--- src/design/fbp_consts.vh ---
`ifndef FBP_CONSTS_VH
`define FBP_CONSTS_VH

// Register indices; byte address on the bus is four times the index
`define FBP_IDX_DIR 16'hfebf
`define FBP_IDX_LATCH 16'hff6f
`define FBP_IDX_STATE 16'hff5f
`define FBP_IDX_SBYCTL 16'hff3a

// Address window decoded from haddr
`define FBP_ADDR_HI 17
`define FBP_ADDR_LO 2

// Field layout
`define FBP_PIN_MSB 4
`define FBP_HOLD_BIT 0
`define FBP_DIR_PIN4 4

// Reset and init values
`define FBP_DIR_RST 5'h00
`define FBP_DIR_MODE45 5'h10
`define FBP_LATCH_RST 5'h00
`define FBP_SBYCTL_RST 1'h0
`define FBP_UNDEF_READ 32'h00000000

// Operating modes
`define FBP_MODE_4 3'h4
`define FBP_MODE_5 3'h5
`define FBP_MODE_7 3'h7

// AHB encodings
`define FBP_HRESP_OKAY 1'h0

`endif

--- src/design/fbp_pin_cell.v ---
`timescale 1ns/1ps
`include "fbp_consts.vh"

module fbp_pin_cell (
	input wire clk_in,
	input wire rstn_in,
	input wire bus_fn_in,
	input wire bus_val_in,
	input wire dir_in,
	input wire latch_in,
	input wire sw_standby_in,
	input wire hold_in,
	output reg pin_out,
	output reg pin_oe_out
);
	reg out_next;
	reg oe_next;

	always @* begin
		if (bus_fn_in) begin
			oe_next = ~(sw_standby_in & ~hold_in);
			out_next = sw_standby_in ? pin_out : bus_val_in;
		end else begin
			oe_next = dir_in;
			out_next = latch_in;
		end
	end

	// Idle level high so strobes stay inactive while released
	always @(posedge clk_in or negedge rstn_in) begin
		if (!rstn_in) begin
			pin_out <= 1'b1;
			pin_oe_out <= 1'b0;
		end else begin
			pin_out <= out_next;
			pin_oe_out <= oe_next;
		end
	end
endmodule

--- src/design/fbp_port.v ---
// Decided for this implementation: the AHB-Lite register port.
`timescale 1ns/1ps
`include "fbp_consts.vh"

// What this block does
// - The port has five pins, 4 down to 0, each usable as general input or output.
// - The direction register is write-only, reads give an undefined value, and bits 7 to 5 do nothing.
// - Power-on reset or hardware standby sets the pin 4 direction bit in modes 4 and 5, clears it in 6 and 7.
// - Manual reset and software standby leave the direction register unchanged.
// - In software standby the hold bit picks between keeping the bus strobe levels and floating them.
// - In mode 7 each pin is an output when its direction bit is 1 and an input when 0.
// - In modes 4 to 6 pins 4 to 1 drive chip selects 0 to 3 when their direction bit is 1, else are inputs.
// - In modes 4 to 6 pin 0 drives the column strobe when DRAM is selected, else follows its direction bit.
// - The output latch is read/write, bits 4 to 0 hold the pin data, bits 7 to 5 ignore writes.
// - Power-on reset or hardware standby clears the latch; manual reset and software standby keep it.
// - The pin-state register is read-only and ignores writes; software writes data to the latch.
// - A pin-state read gives the latch bit where the direction is 1 and the pin level where it is 0.
// - The pin-state register keeps its contents through manual reset and software standby.
// - The three port registers decode at their own fixed addresses.

module fbp_port #(
	parameter PINS = 5
) (
	input wire clk_in,
	input wire rstn_in,
	input wire hsel_in,
	input wire [31:0] haddr_in,
	input wire [1:0] htrans_in,
	input wire hwrite_in,
	input wire [2:0] hsize_in,
	input wire [31:0] hwdata_in,
	input wire hready_in,
	output reg [31:0] hrdata_out,
	output wire hreadyout_out,
	output wire hresp_out,
	input wire [2:0] mode_in,
	input wire hw_standby_in,
	input wire manual_reset_in,
	input wire sw_standby_in,
	input wire dram_sel_in,
	input wire [3:0] chip_select_n_in,
	input wire cas_n_in,
	input wire [PINS-1:0] pin_in,
	output wire [PINS-1:0] pin_out,
	output wire [PINS-1:0] pin_oe_out
);
	reg rst_meta_reg;
	reg rst_sync_reg;
	wire rst_n;

	reg init_pending_reg;
	reg [PINS-1:0] dir_reg;
	reg [PINS-1:0] latch_reg;
	reg [PINS-1:0] pin_sample_reg;
	reg hold_reg;

	reg dphase_reg;
	reg dwrite_reg;
	reg [15:0] didx_reg;
	reg rd_wait_reg;

	wire addr_take;
	wire init_now;
	wire mode_ext;
	wire [PINS-1:0] state_view;
	wire [PINS-1:0] bus_fn;
	wire [PINS-1:0] bus_val;
	reg [31:0] rdata_next;

	function [15:0] reg_index;
		input [31:0] addr;
		begin
			reg_index = addr[`FBP_ADDR_HI:`FBP_ADDR_LO];
		end
	endfunction

	function is_write_to;
		input [15:0] idx;
		input [15:0] target;
		input wr;
		input ph;
		begin
			is_write_to = ph & wr & (idx == target);
		end
	endfunction

	// Reset released through two flops
	always @(posedge clk_in or negedge rstn_in) begin
		if (!rstn_in) begin
			rst_meta_reg <= 1'b0;
			rst_sync_reg <= 1'b0;
		end else begin
			rst_meta_reg <= 1'b1;
			rst_sync_reg <= rst_meta_reg;
		end
	end
	assign rst_n = rst_sync_reg;

	// Mode strap is only looked at after release, never under the async reset
	always @(posedge clk_in or negedge rst_n) begin
		if (!rst_n) begin
			init_pending_reg <= 1'b1;
		end else begin
			init_pending_reg <= 1'b0;
		end
	end
	assign init_now = init_pending_reg | hw_standby_in;
	assign mode_ext = (mode_in != `FBP_MODE_7);

	// AHB address phase capture; reads take one wait state so the data comes from a flop
	assign addr_take = hsel_in & htrans_in[1] & hready_in;

	always @(posedge clk_in or negedge rst_n) begin
		if (!rst_n) begin
			dphase_reg <= 1'b0;
			dwrite_reg <= 1'b0;
			didx_reg <= 16'h0000;
		end else if (hready_in) begin
			dphase_reg <= addr_take;
			dwrite_reg <= hwrite_in;
			didx_reg <= reg_index(haddr_in);
		end
	end

	always @(posedge clk_in or negedge rst_n) begin
		if (!rst_n) begin
			rd_wait_reg <= 1'b0;
		end else begin
			rd_wait_reg <= addr_take & ~hwrite_in & ~rd_wait_reg;
		end
	end

	assign hreadyout_out = ~rd_wait_reg;
	assign hresp_out = `FBP_HRESP_OKAY;

	// Direction register
	always @(posedge clk_in or negedge rst_n) begin
		if (!rst_n) begin
			dir_reg <= `FBP_DIR_RST;
		end else if (init_now) begin
			if (mode_in == `FBP_MODE_4 || mode_in == `FBP_MODE_5) begin
				dir_reg <= `FBP_DIR_MODE45;
			end else begin
				dir_reg <= `FBP_DIR_RST;
			end
		end else if (is_write_to(didx_reg, `FBP_IDX_DIR, dwrite_reg, dphase_reg)) begin
			dir_reg <= hwdata_in[PINS-1:0];
		end
	end

	// Output latch
	always @(posedge clk_in or negedge rst_n) begin
		if (!rst_n) begin
			latch_reg <= `FBP_LATCH_RST;
		end else if (hw_standby_in) begin
			latch_reg <= `FBP_LATCH_RST;
		end else if (is_write_to(didx_reg, `FBP_IDX_LATCH, dwrite_reg, dphase_reg)) begin
			// Only bits 4 to 0 stored
			latch_reg <= hwdata_in[PINS-1:0];
		end
	end

	// Standby output hold control
	always @(posedge clk_in or negedge rst_n) begin
		if (!rst_n) begin
			hold_reg <= `FBP_SBYCTL_RST;
		end else if (hw_standby_in) begin
			hold_reg <= `FBP_SBYCTL_RST;
		end else if (is_write_to(didx_reg, `FBP_IDX_SBYCTL, dwrite_reg, dphase_reg)) begin
			hold_reg <= hwdata_in[`FBP_HOLD_BIT];
		end
	end

	// Pin sampling; frozen so a read during software standby or manual reset shows the earlier view
	always @(posedge clk_in or negedge rst_n) begin
		if (!rst_n) begin
			pin_sample_reg <= {PINS{1'b0}};
		end else if (!(sw_standby_in || manual_reset_in) || hw_standby_in) begin
			pin_sample_reg <= pin_in;
		end
	end

	assign state_view = (dir_reg & latch_reg) | (~dir_reg & pin_sample_reg);

	always @* begin
		rdata_next = `FBP_UNDEF_READ;
		case (didx_reg)
			`FBP_IDX_LATCH: rdata_next[PINS-1:0] = latch_reg;
			`FBP_IDX_STATE: rdata_next[PINS-1:0] = state_view;
			`FBP_IDX_SBYCTL: rdata_next[`FBP_HOLD_BIT] = hold_reg;
			`FBP_IDX_DIR: rdata_next = `FBP_UNDEF_READ;
			default: rdata_next = `FBP_UNDEF_READ;
		endcase
	end

	always @(posedge clk_in or negedge rst_n) begin
		if (!rst_n) begin
			hrdata_out <= 32'h00000000;
		end else if (rd_wait_reg) begin
			hrdata_out <= rdata_next;
		end
	end

	// Pin function select
	genvar i;
	generate
		for (i = 0; i < PINS; i = i + 1) begin : g_pin
			if (i == 0) begin : g_cas
				assign bus_fn[i] = mode_ext & dram_sel_in;
				assign bus_val[i] = cas_n_in;
			end else begin : g_cs
				// Chip selects on pins 4 to 1
				assign bus_fn[i] = mode_ext & dir_reg[i];
				assign bus_val[i] = chip_select_n_in[PINS-1-i];
			end
			fbp_pin_cell u_cell (
				.clk_in(clk_in),
				.rstn_in(rst_n),
				.bus_fn_in(bus_fn[i]),
				.bus_val_in(bus_val[i]),
				.dir_in(dir_reg[i]),
				.latch_in(latch_reg[i]),
				.sw_standby_in(sw_standby_in),
				.hold_in(hold_reg),
				.pin_out(pin_out[i]),
				.pin_oe_out(pin_oe_out[i])
			);
		end
	endgenerate
endmodule

--- config.mk ---
export PLATFORM = sky130hd
export DESIGN_NAME = fbp_port
export DESIGN_NICKNAME = d
export VERILOG_FILES = /design/src/design/fbp_pin_cell.v /design/src/design/fbp_port.v
export VERILOG_INCLUDE_DIRS = /design/src /design/src/design
export SDC_FILE = /design/constraint.sdc
export NUM_CORES = 1
export LEC_CHECK = 0
export BUFFER_PORTS_ARGS = -buffer_cell sky130_fd_sc_hd__clkbuf_2
export CAP_MARGIN = 20
export CORE_ASPECT_RATIO = 2
export CORE_MARGIN = 1.5
export CORE_UTILIZATION = 45
export CTS_CLUSTER_SIZE = 25
export DETAILED_ROUTE_END_ITERATION = 7
export GPL_TIMING_DRIVEN = 0
export PLACE_DENSITY = 0.77
export SYNTH_ARGS = -nofsm -noshare
export SYNTH_HDL_FRONTEND = slang
export SYNTH_SLANG_ARGS = --single-unit
--- constraint.sdc ---
create_clock -name clk_in -period 1.95 [get_ports clk_in]
set_clock_uncertainty 0.2 [all_clocks]
set_input_delay 0.195 -clock clk_in [delete_from_list [all_inputs] [get_ports clk_in]]
set_output_delay 0.195 -clock clk_in [all_outputs]
set_load 0.03 [all_outputs]
### Yosys cells after proc, flatten, opt, wreduce, memory -nomap -nowiden

Cells that the tools add are included.

* equal/unequal tests: 12
* muxes and demuxes: 24
* bitwise gates (word level): 23
* reductions and logical operators: 7

Operator list (count)
* equality test 16 bit, second input constant: 4
* 2-to-1 mux 5 bit: 5
* 2-to-1 mux 1 bit: 17
* bitwise AND 1 bit: 14
* bitwise AND 5 bit: 2
* != test 2 bit, second input constant: 5
* one-hot mux 4 bit (2 select lines): 1
* equality test 3 bit, second input constant: 2
* nonzero test 2 bit: 3
* NOT 5 bit: 1
* OR 5 bit: 1
* NOT 1 bit: 4
* logical OR 1 bit: 3
* != test 3 bit, second input constant: 1
* one-hot mux 1 bit (3 select lines): 1
* logical NOT 1 bit: 1
* OR 1 bit: 1

* bits in registers: 53
* input port bits: 91
* output and inout bits: 44

### Depth between registers and ports, before layout

* depth after elaboration: 4
* mapped depth: 6
* depth with buffers taken out: 4

### Modules after synthesis

Synthesis repeated with hierarchy kept, for this count alone.

* cell total of the unflattened synthesis: 237
* area total of the unflattened synthesis: 2636.3 sq um

Modules (own cells, without submodules)
* fbp_port: times used 1, cells an instance 202, area an instance 2223.4 sq um, seq. area each 1077.3 sq um
* fbp_pin_cell: times used 5, cells an instance 7, area an instance 82.6 sq um, seq. area each 51.3 sq um

### Least setup slack after synthesis

Ideal clock, no wire load.

* path type: reg2reg
* from: register didx_reg[7]
* to: register latch_reg[0]
* arrival time: 1.447 ns
* setup slack: 0.170 ns
* stages on the path, launching flop included: 7
* buffers on the path: 2
* cell sequence: dfrtp_1 and3b_1 buf_4 or4b_1 buf_6 o21ai_1 a21oi_1

* word-level cells in the longest chain between the ends: 3

Ends and longest elaborated chain
* from (decl): RTL line fbp_port.v:59 `reg [15:0] didx_reg;`
* from (signal assigned): RTL line fbp_port.v:121 `didx_reg <= reg_index(haddr_in);`
* equality test 16 bit: RTL line fbp_port.v:83 `is_write_to = ph & wr & (idx == target);`
* bitwise AND 1 bit: RTL line fbp_port.v:83
* nonzero test 2 bit (no line)
* to (signal assigned): RTL line fbp_port.v:154 `` latch_reg <= `FBP_LATCH_RST; ``
* to (signal assigned): RTL line fbp_port.v:156 `` latch_reg <= `FBP_LATCH_RST; ``
* to (signal assigned): RTL line fbp_port.v:159 `latch_reg <= hwdata_in[PINS-1:0];`
* to (decl): RTL line fbp_port.v:53 `reg [PINS-1:0] latch_reg;`

Every way passes these cells.
A chain may end at the register's enable or synchronous reset.

### Worst setup path in the final report

* from: register didx_reg[0]
* to: register hrdata_out[0]

* word-level cells in the longest chain between the ends: 2
* elaborated cells between the ends (all ways): 4
* those cells by class: eq/ne: 3; mux: 1

Ends and longest elaborated chain
* equality test 16 bit: RTL line fbp_port.v:187 `case (didx_reg)`
* one-hot mux 1 bit (3 select lines) *: RTL line fbp_port.v:187
* to (signal assigned): RTL line fbp_port.v:200 `hrdata_out <= rdata_next;`
* to (decl): RTL line fbp_port.v:33 `output reg [31:0] hrdata_out,`

Mark *: on every way between the ends. The rest lies on a longest branch, timed or not.

==> flow_summary.toml <==
[layout]
largest_reg_flops = 16
layout-drive-gt1-share_pct = 39.34
nNetsFinal = 456
areaGrowthSynthToFinish_pct = 37.57
diodes = 0

[worst_setup_path]
startpoint_type = "flop"
r2r_slack_ns = 0.05
crit_fanout = 4
worstPathArrival_ns = 1.91
crit_type = "flop to flop"
cp_data_required_time_ns = 1.96
setup.worst_path.end_class = "flop"

[power]
p_total_mw = 2.537
vdd_drop_max_uv = 855.3
power.density_nw_per_um2 = 704.5
leakage_nw = 1.720

[floorplan]
rows = 39
die_h_um = 110.9
io-pin-count = 135
dieArea_sq_um = 6311
die_x_um = 56.93
core_area_sq_um = 5660
start_util_pct = 46.24

[detailed_routing]
wire_per_inst_um = 14.28
drt-initial-drc-count = 72
ant_nets = 0
routed_wl_mm = 6.098
remaining_drc_errors = 0
via_per_inst = 5.014
dr.pass1.iters = 4
num_vias = 2141

[synthesis]
synth_area_sq_um = 2618
synth_cells = 240
synth_most_common_cell = "dfrtp_1"
synth_common_cells = "dfrtp_1 (47), buf_4 (39), mux2_2 (22), a21oi_1 (19)"
synthTopCellsByArea = "dfrtp_1 (45%), buf_4 (11%), mux2_2 (9.5%)"
ys_warn_count = 0
ys_seq_elements = 53
ys_types = 35
seq_area_frac_synth_pct = 50.96
synth_edf_count = 0
synth_area_per_cell_sq_um = 10.91
synth_ff_type = "dfrtp_1"
synth_top_cell_by_area = "dfrtp_1"
yosys.area.top_type_share_pct = 44.93
synthArstFlopShare_pct = 100.0

[cts]
cts_buffers = 5
cts_buffer_depth = 2
cts.htree.levels = 2
clock_latency_ns = 0.29
cts_tree = "done"
clockRootBuffer = "clkbuf_16"
clk_pin_slew_ns = 0.07
clkSinkCount = 53

[timing]
finalHoldViolations = 1
max_freq_mhz = 525.3
fin_ws_ns = 0.04621
maxSlewViolCount = 0
hold-worst-slack_ns = -0.00009937
tightest_slew_ns = 0.5399
setup_violations = 0
rsz0062_at_grt = "false"
fin_crit_sh_pct = 97.63
slew_headroom_pct = 63.73
fin_crit_ns = 1.904

[global_route]
grt_max_degree = 29
antenna_found_initial = 0
grt_pass1_wl_mm = 9.535
overflow = 0
grt_pass1_vias = 2090
grt_usage_pct = 19.81

[placement]
hpwl_mm = 4.418
pre_cts_slack_ns = 0.06174
io_buffers = 56
gp_congestion = 0.8421

[outcome]
status = "complete, but fails checks"
failed_checks = "hold timing"

[job]
maxCapViolCount = 0

[min_path]
min_path_type = "primary input to flop"
[logic make-up (layout without fill, tap and decap cells)]
group	after synthesis	count (layout)	synth area share, %
buffers and inverters	50	147	13.10
other	2	30	0.2869
muxes	32	32	13.29
DFF	53	53	50.96
and+or+nand+nor	58	59	11.95
AOI/OAI and AO/OA	45	45	10.42
[area by class of cell]
class / instances / area [sq um]
plain buffers: 44 / 316.6
clock buffers: 8 / 146.4
fillers: 479 / 2059
inverters: 5 / 18.77
multi-input cells: 166 / 1080
flip-flops and latches: 53 / 1335
well taps: 61 / 76.32
repair buffers: 90 / 628.1
[critical path, cell delays in order, from the launching register on]
cell     delay [ns]
dfrtp_1        0.40
or4b_1         0.52
nor3_1         0.32
nand3_1        0.19
a31oi_1        0.19
[cell usage in the layout (no fill, tap or decap), types with 2 or more instances in the layout]
cell type      instances
conb_1                30
nand2_1               11
o21ai_1                9
dlygate4sd3_1         32
and2_1                 4
dfrtp_1               46
nand3_1               11
inv_1                  4
nand4_1                9
o31ai_2                4
clkbuf_1               6
buf_4                 39
a21oi_1               19
dfstp_2                6
a31oi_1                6
nor2_1                 8
clkbuf_2              56
nor3_1                 2
clkbuf_16              5
mux2i_1               10
o21ai_0                3
nor2b_1                2
or4b_4                 2
mux2_2                22
[worst paths after layout]
| path | from | to | cells past startpoint |
|---|---|---|---|
| max | didx_reg[0] | hrdata_out[0] | 4 |
| min in group asynchronous | rstn_in | rst_meta_reg | 2 |
| max in group asynchronous | rst_n | dphase_reg | 1 |
| max reg2reg | didx_reg[0] | hrdata_out[0] | 4 |
| min | dram_sel_in | g_pin[0].u_cell.pin_out | 3 |
| min reg2reg | rst_n | pin_sample_reg[1] | 0 |
[power breakdown]
part | switching (mW) | internal [mW]
Clock | 0.368 | 0.513
Sequential | 0.0549 | 1.17
Combinational | 0.229 | 0.205
Total | 0.652 | 1.88
[what timing repair did]
action / in CTS / in global routing
setup endpoints to repair: 0 / 14
resized for setup: 0 / 7
endpoints found under the hold margin: 36 / 0
hold buffers: 32 / 0
buffers inserted: 0 / 1
[stage by stage]
stage                     hold slack [ns]  setup TNS [ns]  utilization, %  instance area [sq um]  cells
final                         -0.00009937               0           63.62                   3601    427
after global routing             0.005595               0           63.62                   3601    427
after CTS                        0.001565               0           63.02                   3567    426
after detailed placement          -0.2155               0           54.77                   3100    386
after global placement            -0.2186          -14.44           54.40                   3079    385
after floorplan                   -0.3006               0               -                   2723    268
[metal layers]
layer	routed length [um]	vias to the layer above	part of all wire (%)	track usage [%]
li1	-	1031	-	-
met1	1969	990	32	18.73
met2	3526	99	58	38.77
met3	339	21	5.6	3.151
met4	263	0	4.3	9.147
met5	0	-	0	0
Power figures use the tool's default switching activity.
